File: config.mk
export PLATFORM = sky130hd
export DESIGN_NAME = qqs_scheduler
export DESIGN_NICKNAME = d
export VERILOG_FILES = /design/src/qqs_pkg.sv /design/src/qqs_fifo.sv /design/src/qqs_scheduler.sv
export SDC_FILE = /design/constraint.sdc
export NUM_CORES = 2
export LEC_CHECK = 0
export ABC_CLOCK_PERIOD_IN_PS = 6100
export BUFFER_PORTS_ARGS = -buffer_cell sky130_fd_sc_hd__buf_2
export CAP_MARGIN = 30
export CORE_ASPECT_RATIO = 0.5
export CORE_MARGIN = 5
export CORE_UTILIZATION = 43
export CTS_CLUSTER_DIAMETER = 150
export DETAILED_ROUTE_END_ITERATION = 6
export HOLD_SLACK_MARGIN = 0.15
export PLACE_DENSITY_LB_ADDON = 0.08
export SKIP_LAST_GASP = 1
export SLEW_MARGIN = 20
export SYNTH_ARGS = -nofsm -noshare
export SYNTH_HDL_FRONTEND = slang
export SYNTH_HIERARCHICAL = 1
export SYNTH_SLANG_ARGS = --single-unit
File: constraint.sdc
create_clock -name ref_clk -period 6.1 [get_ports ref_clk]
set_input_delay 0.915 -clock ref_clk [delete_from_list [all_inputs] [get_ports ref_clk]]
set_output_delay 0.915 -clock ref_clk [all_outputs]
set_load 0.02 [all_outputs]
File: src/qqs_pkg.sv
// constants for the egress quality-of-service queue scheduler
// How it works
// RULE1: four transmit queues, highest to lowest
// RULE2: disabled mode forwards without queue selection
// RULE3: strict mode waits for higher queues empty
// RULE4: weighted mode counts, reset eight four two one
// RULE5: first-come mode sends in arrival order
// RULE6: tagged packet queued by priority map lookup
// RULE7: untagged packet takes receiving port priority
// RULE8: port priority 0 to 7, same map
// RULE9: each of eight priorities maps anywhere
// RULE10: reset map priorities 0-3 to low queues
// RULE11: reset map priorities 4-7 to high queues
// RULE12: weighted mode skips empty queue, wraps fresh
// RULE13: arrival order kept within every queue
package qqs_pkg;
   localparam int QUEUES = 4;
   // queue codes, zero is the highest priority
   localparam logic [1:0] Q_HIGHEST = 2'h0;
   localparam logic [1:0] Q_SECOND_HIGH = 2'h1;
   localparam logic [1:0] Q_SECOND_LOW = 2'h2;
   localparam logic [1:0] Q_LOWEST = 2'h3;
   // scheduling modes
   localparam logic [1:0] MODE_DISABLED = 2'h0;
   localparam logic [1:0] MODE_FCFS = 2'h1;
   localparam logic [1:0] MODE_STRICT = 2'h2;
   localparam logic [1:0] MODE_WRR = 2'h3;
   // register byte offsets
   localparam logic [7:0] OFS_MODE = 8'h00;
   localparam logic [7:0] OFS_WEIGHT = 8'h04;
   localparam logic [7:0] OFS_PRIOMAP = 8'h08;
   localparam logic [7:0] OFS_PORTPRIO = 8'h0C;
   localparam logic [7:0] OFS_STATUS = 8'h10;
   // reset values
   localparam logic [1:0] RST_MODE = 2'h3;
   localparam logic [31:0] RST_WEIGHT = 32'h01020408;
   localparam logic [15:0] RST_PRIOMAP = 16'h05AF;
   localparam logic [23:0] RST_PORTPRIO = 24'h000000;
   // field widths
   localparam int WEIGHT_W = 8;
   localparam int PRIO_W = 3;
   localparam int MAP_W = 2;
endpackage

File: src/qqs_fifo.sv
// flip-flop fifo with valid/ready on both sides
`timescale 1ns/1ns
`default_nettype none
module qqs_fifo #(
   parameter int WIDTH = 8,
   parameter int DEPTH = 8
) (
   input  wire logic                   ref_clk,
   input  wire logic                   rst_b,
   input  wire logic                   wrValid,
   input  wire logic [WIDTH-1:0]       wrData,
   output logic                        wrReady,
   output logic                        rdValid,
   output logic [WIDTH-1:0]            rdData,
   input  wire logic                   rdReady,
   output logic [$clog2(DEPTH+1)-1:0]  count
);
   localparam int AW = (DEPTH > 1) ? $clog2(DEPTH) : 1;
   localparam int CW = $clog2(DEPTH+1);

   // refuse sizes the pointer wrap cannot serve
   if (WIDTH < 1 || DEPTH < 2) begin : gBadParam
      $error("qqs_fifo needs WIDTH >= 1 and DEPTH >= 2");
   end

   logic [WIDTH-1:0] mem_reg [DEPTH];
   logic [AW-1:0]    wrPtr_reg, wrPtr_next, rdPtr_reg, rdPtr_next;
   logic [CW-1:0]    count_reg, count_next;
   logic             doWr, doRd;

   function automatic logic [AW-1:0] bump(input logic [AW-1:0] p);
      bump = (p == AW'(DEPTH - 1)) ? '0 : p + AW'(1);
   endfunction

   assign wrReady = (count_reg != CW'(DEPTH));
   assign rdValid = (count_reg != '0);
   assign rdData = mem_reg[rdPtr_reg];
   assign count = count_reg;
   assign doWr = wrValid & wrReady;
   assign doRd = rdValid & rdReady;

   always_comb begin
      wrPtr_next = doWr ? bump(wrPtr_reg) : wrPtr_reg;
      rdPtr_next = doRd ? bump(rdPtr_reg) : rdPtr_reg;
      count_next = count_reg;
      if (doWr && !doRd)
         count_next = count_reg + CW'(1);
      else if (doRd && !doWr)
         count_next = count_reg - CW'(1);
   end

   always_ff @(posedge ref_clk) begin
      if (!rst_b) begin
         wrPtr_reg <= '0;
         rdPtr_reg <= '0;
         count_reg <= '0;
      end else begin
         wrPtr_reg <= wrPtr_next;
         rdPtr_reg <= rdPtr_next;
         count_reg <= count_next;
      end
   end

   // storage needs no reset; only written slots are ever read
   always_ff @(posedge ref_clk) begin
      if (doWr)
         mem_reg[wrPtr_reg] <= wrData;
   end
endmodule
`default_nettype wire

File: src/qqs_scheduler.sv
// classifier, four priority queues and egress scheduler with apb registers
`timescale 1ns/1ns
`default_nettype none
module qqs_scheduler #(
   parameter int DATA_W = 32,
   parameter int DEPTH = 8,
   parameter int PORTS = 8
) (
   input  wire logic                      ref_clk,
   input  wire logic                      rst_b,
   input  wire logic                      psel,
   input  wire logic                      penable,
   input  wire logic                      pwrite,
   input  wire logic [7:0]                paddr,
   input  wire logic [31:0]               pwdata,
   output logic [31:0]                    prdata,
   output logic                           pready,
   output logic                           pslverr,
   input  wire logic                      inValid,
   output logic                           inReady,
   input  wire logic [DATA_W-1:0]         inData,
   input  wire logic                      inTagged,
   input  wire logic [2:0]                inTagPrio,
   input  wire logic [$clog2(PORTS)-1:0]  inPort,
   output logic                           outValid,
   input  wire logic                      outReady,
   output logic [DATA_W-1:0]              outData,
   output logic [1:0]                     outQueue
);
   localparam int PW = $clog2(PORTS);
   localparam int CW = $clog2(DEPTH+1);
   localparam int ODEPTH = 4 * DEPTH;

   // port priority register only has room for eight ports
   if (PORTS < 2 || PORTS > 8 || DATA_W < 1 || DEPTH < 2) begin : gBadParam
      $error("qqs_scheduler: PORTS 2..8, DATA_W >= 1, DEPTH >= 2");
   end

   // ---------------- registers ----------------
   logic [1:0]  mode_reg, mode_next;
   logic [31:0] weight_reg, weight_next;
   logic [15:0] map_reg, map_next;
   logic [23:0] portPrio_reg, portPrio_next;
   logic [31:0] prdata_reg, prdata_next;
   logic        pready_reg, pready_next;
   logic        pslverr_reg, pslverr_next;
   logic        apbSetup, apbWrite, mapped;
   logic [4*CW-1:0] fillVec;

   function automatic logic [1:0] mapLookup(input logic [15:0] m,
                                            input logic [2:0] p);
      mapLookup = m[2*p +: 2];
   endfunction

   function automatic logic [7:0] weightOf(input logic [31:0] w,
                                           input logic [1:0] q);
      weightOf = w[8*q +: 8];
   endfunction

   assign apbSetup = psel & ~penable;
   assign apbWrite = psel & penable & pready_reg & pwrite & ~pslverr_reg;
   assign mapped = (paddr == qqs_pkg::OFS_MODE)
                 | (paddr == qqs_pkg::OFS_WEIGHT)
                 | (paddr == qqs_pkg::OFS_PRIOMAP)
                 | (paddr == qqs_pkg::OFS_PORTPRIO)
                 | (paddr == qqs_pkg::OFS_STATUS);

   always_comb begin
      mode_next = mode_reg;
      weight_next = weight_reg;
      map_next = map_reg;
      portPrio_next = portPrio_reg;
      // one wait-free access phase: answer is prepared during setup
      pready_next = apbSetup;
      pslverr_next = apbSetup & ~mapped;
      prdata_next = '0;
      if (apbSetup && !pwrite) begin
         unique case (paddr)
            qqs_pkg::OFS_MODE:     prdata_next = {30'h0, mode_reg};
            qqs_pkg::OFS_WEIGHT:   prdata_next = weight_reg;
            qqs_pkg::OFS_PRIOMAP:  prdata_next = {16'h0, map_reg};
            qqs_pkg::OFS_PORTPRIO: prdata_next = {8'h0, portPrio_reg};
            qqs_pkg::OFS_STATUS:   prdata_next = 32'(fillVec);
            default:               prdata_next = '0;
         endcase
      end
      if (apbWrite) begin
         unique case (paddr)
            qqs_pkg::OFS_MODE:     mode_next = pwdata[1:0];
            qqs_pkg::OFS_WEIGHT:   weight_next = pwdata;
            // RULE9 map any level
            qqs_pkg::OFS_PRIOMAP:  map_next = pwdata[15:0];
            // RULE8 port priority store
            qqs_pkg::OFS_PORTPRIO: portPrio_next = pwdata[23:0];
            default:               mode_next = mode_reg;
         endcase
      end
   end

   always_ff @(posedge ref_clk) begin
      if (!rst_b) begin
         mode_reg <= qqs_pkg::RST_MODE;
         // RULE4 default weights
         weight_reg <= qqs_pkg::RST_WEIGHT;
         // RULE10 RULE11 default map
         map_reg <= qqs_pkg::RST_PRIOMAP;
         portPrio_reg <= qqs_pkg::RST_PORTPRIO;
         prdata_reg <= '0;
         pready_reg <= 1'b0;
         pslverr_reg <= 1'b0;
      end else begin
         mode_reg <= mode_next;
         weight_reg <= weight_next;
         map_reg <= map_next;
         portPrio_reg <= portPrio_next;
         prdata_reg <= prdata_next;
         pready_reg <= pready_next;
         pslverr_reg <= pslverr_next;
      end
   end

   assign prdata = prdata_reg;
   assign pready = pready_reg;
   assign pslverr = pslverr_reg;

   // ---------------- classifier stage ----------------
   logic              holdValid_reg, holdValid_next;
   logic [DATA_W-1:0] holdData_reg, holdData_next;
   logic [1:0]        holdQ_reg, holdQ_next;
   logic              inReady_reg, inReady_next;
   logic              capture, push, useOrder;
   logic [2:0]        pktPrio;
   logic [3:0]        qWrReady, qValid, popQ;
   logic [DATA_W-1:0] qData [4];
   logic              ordWrReady, ordValid;
   logic [1:0]        ordHead;

   assign useOrder = (mode_reg == qqs_pkg::MODE_DISABLED)
                   | (mode_reg == qqs_pkg::MODE_FCFS);
   assign capture = inValid & inReady_reg;
   assign push = holdValid_reg & qWrReady[holdQ_reg]
               & (~useOrder | ordWrReady);

   always_comb begin
      // RULE6 RULE7 tag or port priority
      pktPrio = inTagged ? inTagPrio
                         : portPrio_reg[3*inPort +: 3];
      holdValid_next = holdValid_reg & ~push;
      holdData_next = holdData_reg;
      holdQ_next = holdQ_reg;
      if (capture) begin
         holdValid_next = 1'b1;
         holdData_next = inData;
         // RULE2 no queue selection
         if (mode_reg == qqs_pkg::MODE_DISABLED)
            holdQ_next = qqs_pkg::Q_LOWEST;
         else
            holdQ_next = mapLookup(map_reg, pktPrio);
      end
      // stall the fabric while the held packet cannot be queued
      inReady_next = ~holdValid_next;
   end

   always_ff @(posedge ref_clk) begin
      if (!rst_b) begin
         holdValid_reg <= 1'b0;
         holdData_reg <= '0;
         holdQ_reg <= qqs_pkg::Q_LOWEST;
         inReady_reg <= 1'b0;
      end else begin
         holdValid_reg <= holdValid_next;
         holdData_reg <= holdData_next;
         holdQ_reg <= holdQ_next;
         inReady_reg <= inReady_next;
      end
   end

   assign inReady = inReady_reg;

   // ---------------- queues ----------------
   // RULE1 RULE13 four fifo queues
   for (genvar g = 0; g < qqs_pkg::QUEUES; g++) begin : gQueue
      qqs_fifo #(.WIDTH(DATA_W), .DEPTH(DEPTH)) uQueue (
         .ref_clk (ref_clk),
         .rst_b   (rst_b),
         .wrValid (holdValid_reg & (holdQ_reg == 2'(g))
                   & (~useOrder | ordWrReady)),
         .wrData  (holdData_reg),
         .wrReady (qWrReady[g]),
         .rdValid (qValid[g]),
         .rdData  (qData[g]),
         .rdReady (popQ[g]),
         .count   (fillVec[CW*g +: CW])
      );
   end

   // RULE5 arrival order record
   qqs_fifo #(.WIDTH(2), .DEPTH(ODEPTH)) uOrder (
      .ref_clk (ref_clk),
      .rst_b   (rst_b),
      .wrValid (holdValid_reg & useOrder & qWrReady[holdQ_reg]),
      .wrData  (holdQ_reg),
      .wrReady (ordWrReady),
      .rdValid (ordValid),
      .rdData  (ordHead),
      .rdReady (useOrder & (|popQ)),
      .count   ()
   );

   // ---------------- scheduler ----------------
   logic [1:0]        wrrIdx_reg, wrrIdx_next;
   logic [7:0]        credit_reg, credit_next;
   logic              outValid_reg, outValid_next;
   logic [DATA_W-1:0] outData_reg, outData_next;
   logic [1:0]        outQueue_reg, outQueue_next;
   logic              canLoad, selValid;
   logic [1:0]        sel;

   assign canLoad = ~outValid_reg | outReady;

   always_comb begin
      sel = qqs_pkg::Q_HIGHEST;
      selValid = 1'b0;
      wrrIdx_next = wrrIdx_reg;
      credit_next = credit_reg;
      unique case (mode_reg)
         qqs_pkg::MODE_STRICT: begin
            // RULE3 highest non-empty first
            for (int i = qqs_pkg::QUEUES - 1; i >= 0; i--) begin
               if (qValid[i]) begin
                  sel = 2'(i);
                  selValid = 1'b1;
               end
            end
         end
         qqs_pkg::MODE_WRR: begin
            sel = wrrIdx_reg;
            // RULE4 send up to weight
            selValid = qValid[wrrIdx_reg] & (credit_reg != 8'h00);
            if (canLoad) begin
               if (selValid && credit_reg != 8'h01) begin
                  credit_next = credit_reg - 8'h01;
               end else begin
                  // RULE12 skip empty, wrap fresh
                  wrrIdx_next = wrrIdx_reg + 2'h1;
                  credit_next = weightOf(weight_reg, wrrIdx_reg + 2'h1);
               end
            end
         end
         default: begin
            // RULE5 oldest packet first
            sel = ordHead;
            selValid = ordValid & qValid[ordHead];
         end
      endcase
      popQ = (canLoad & selValid) ? (4'h1 << sel) : 4'h0;
      outValid_next = outValid_reg & ~outReady;
      outData_next = outData_reg;
      outQueue_next = outQueue_reg;
      if (canLoad && selValid) begin
         outValid_next = 1'b1;
         outData_next = qData[sel];
         outQueue_next = sel;
      end
   end

   always_ff @(posedge ref_clk) begin
      if (!rst_b) begin
         wrrIdx_reg <= qqs_pkg::Q_HIGHEST;
         credit_reg <= qqs_pkg::RST_WEIGHT[7:0];
         outValid_reg <= 1'b0;
         outData_reg <= '0;
         outQueue_reg <= qqs_pkg::Q_HIGHEST;
      end else begin
         wrrIdx_reg <= wrrIdx_next;
         credit_reg <= credit_next;
         outValid_reg <= outValid_next;
         outData_reg <= outData_next;
         outQueue_reg <= outQueue_next;
      end
   end

   assign outValid = outValid_reg;
   assign outData = outData_reg;
   assign outQueue = outQueue_reg;
endmodule
`default_nettype wire

==> metrics <==
status finished, final reports clean; Final Slew Violations 0; cell family with most CP delay simple AND/OR/NAND/NOR gates; Via-to-Cell Ratio 5.79; die width 513 um; # setup viols final 0; post-synth cell types 76; CP arrival 6.02 ns; commonest non-fill, non-tap cell in the layout edfxtp_1; CTS max path bufs 3; skew final 0.0412 ns; Period minus WS final 5.45 ns; chip height 262 um; vias in the first global route 28784; gr usage total 21.2%; PortBufs 155; final worst path period share 89.3%; first-pass GRT wire length 205 mm; Critical Path Max Stage Delay 0.80 ns; DR WL/cell 28.7 um; worst hold endpoint weight_reg[24]; Req. time, crit path 6.67 ns; Initial Util 43.3%; synthesized net count 3149; Main synth FF type edfxtp_1; FFs w/ async S/R, synth 0%; # IOs 156; post-synth top area cell edfxtp_1; CTS tree built; VDD IR max 0.233 mV; CTS clock-pin slew for the worst setup and hold paths 0.07 ns; synthesized cell area 0.0545 mm^2; fillers 10462; Finished Core Util 48.8%; Power Density 294 mW/mm^2; Worst setup EP type flip-flop; Detail Route Antenna Nets 0; CP Cell Sequence buf_12 > mux2i_1 > a22oi_1 > nand4_1 > nand4_1 > mux4_2 > a21oi_1 > a31oi_1 > nand3_4 > nor2_1 > o31ai_4 > ha_1 > inv_1 > ha_1 > a211o_1 > o221a_2 > o21ai_0 > nand4b_1; Final Hold Fails 0; Setup TNS Final 0 ns; Skew-Pair Late Insertion Delay 0.74 ns; htree depth 3; Yosys top cell area share 60.0%; Synth Warn # 6; drc violations 0; startpoint types flip-flop; largest net degree at the start of global routing 72; most frequent cells in the layout edfxtp_1 (1088), nand2_1 (289), dfxtp_1 (249), mux4_1 (181), buf_2 (155); grt total ovfl 0; CP max-delay cell dfxtp_1; syn_area_per_cell 18.1 um^2; Reg2Reg Setup Slack 0.65 ns; Synth area leaders edfxtp_1 (60%), dfxtp_1 (9.6%), mux4_1 (8.7%), mux4_2 (5.3%), mux2_2 (2.9%); P_leak 20.0 nW; row cnt 92; CTS Root Cell clkbuf_16; CP Max Fanout 21; hold depth 3; Rel. slew slack 35.1%; DIE AREA 0.134 mm^2; FF+latch count, synth 1350; Post-CTS Hold Buffers 0; RSZ-0062 raised after global routing false; post-synthesis cell count 3014; via count 29059; area grow syn2layout 12.8%; Post-synth EDFFs 1088; Sink Count 1350; Placer Congestion 0.807; DRT Pass-1 Iters 7; Post-CTS Resized 0; number of flip-flops in the largest register 1024; Hold Startpoint pwdata[24]; final wirelength 144 mm; sequential element share of the synthesized area 69.6%; share of cells above drive strength 1 23.2%; Highest Clock Rate 184 MHz; Hold Path Class input port to flip-flop; Post-CTS Setup Bufs 0; crit path kind flip-flop to flip-flop; initial antenna violation count 5; Slew @ Worst Pin 0.971 ns; crit path buf inv count 2; max-cap viol count 0; Final nets 3362; total CTS buffers 119; R2R depth 18; worst reg2reg endpoint uOrder/count[5]; critical path depth 18; dpl hpwl 77.0 mm; DRT iter0 DRCs 3137; Core ar. 0.126 mm^2
[how the worst max path moves through the flow]
stage	endpoint	slack [ns]	from
global placement	uOrder/count[5]	0.78	flip-flop
finish	uOrder/count[5]	0.65	flip-flop
global route	uOrder/count[5]	0.34	flip-flop
CTS	uOrder/count[5]	0.59	flip-flop
floorplan	gQueue[0].uQueue/mem_reg[0][0]	1.28	mode_reg[1]
detailed placement	uOrder/count[5]	0.59	flip-flop
[layer usage]
layer	routed length (um)	vias up	global-route usage, %	share of wire [%]
met5	7	-	0	0.0049
met4	2600	2	4.30	1.8
met3	10000	186	3.81	6.9
met2	64100	998	32.1	44
met1	67600	15366	32.5	47
li1	-	12507	-	-
[worst min-delay path, delay by kind of cell]
family	cells	cell delay, ns
buffers and inverters	1	0.08
AND/OR/NAND/NOR	2	0.10
[cell families (layout without fill, tap and decap cells)]
group                    after synthesis  count (layout)  share of synthesized area (%)
AND/OR/NAND/NOR                      629             629                           5.37
flip-flops                          1350            1350                           69.6
XOR/XNOR                              12              12                          0.193
adder cells (fa/ha/maj)               49              49                           1.19
AO/OA/AOI/OAI                        248             248                           2.93
buffers and inverters                186             501                           2.10
multiplexers                         540             540                           18.6
other                                  0               2                              0
[report_power, final]
part	switching [mW]	internal [mW]
registers	0.0596	9.95
logic	0.333	0.205
clock network	3.42	4.07
total	3.81	14.2
[area by class of cell]
class	instances	area, um^2	share of cell area, %
Multi-Input combinational cell	1478	15600	25.4
Clock buffer	170	3300	5.38
Sequential cell	1350	38000	61.8
Antenna cell	2	5.00	0.00815
Timing Repair Buffer	254	1840	2.99
Inverter	24	95.1	0.155
Tap cell	1692	2120	3.45
Clock inverter	53	490	0.799
[cells in the mapped netlist, drive strengths merged (3+ instances only)]
master	n
nand2b	14
and3b	4
a211oi	6
and2	16
buf	98
nand2	298
o31ai	6
nor4	4
o21a	6
a22oi	26
mux4	308
or4b	7
ha	44
o221ai	3
mux2	142
a21oi	115
nor3b	6
or3	16
fa	5
xor2	3
inv	24
edfxtp	1088
clkbuf	64
a222oi	14
nand3	36
o21ai	22
a21boi	24
a31oi	10
dfxtp	262
nand4	6
nor3	26
and3	17
or4	9
xnor2	9
mux2i	90
nor2b	9
nor2	148
nand3b	8
nand4b	3
[through the flow]
step	total power, mW	instance area [um^2]	hold slack [ns]	setup slack (ns)	std cells
after floorplan	10.5	54500	0.442	1.28	3014
after global placement	10.7	57000	0.461	0.780	4762
after detailed placement	10.7	57100	0.465	0.594	4766
after CTS	18.2	60900	0.345	0.591	4989
after global routing	18.6	61400	0.354	0.345	5022
final	18.0	61400	0.392	0.654	5023
Power figures use the tool's default switching activity.
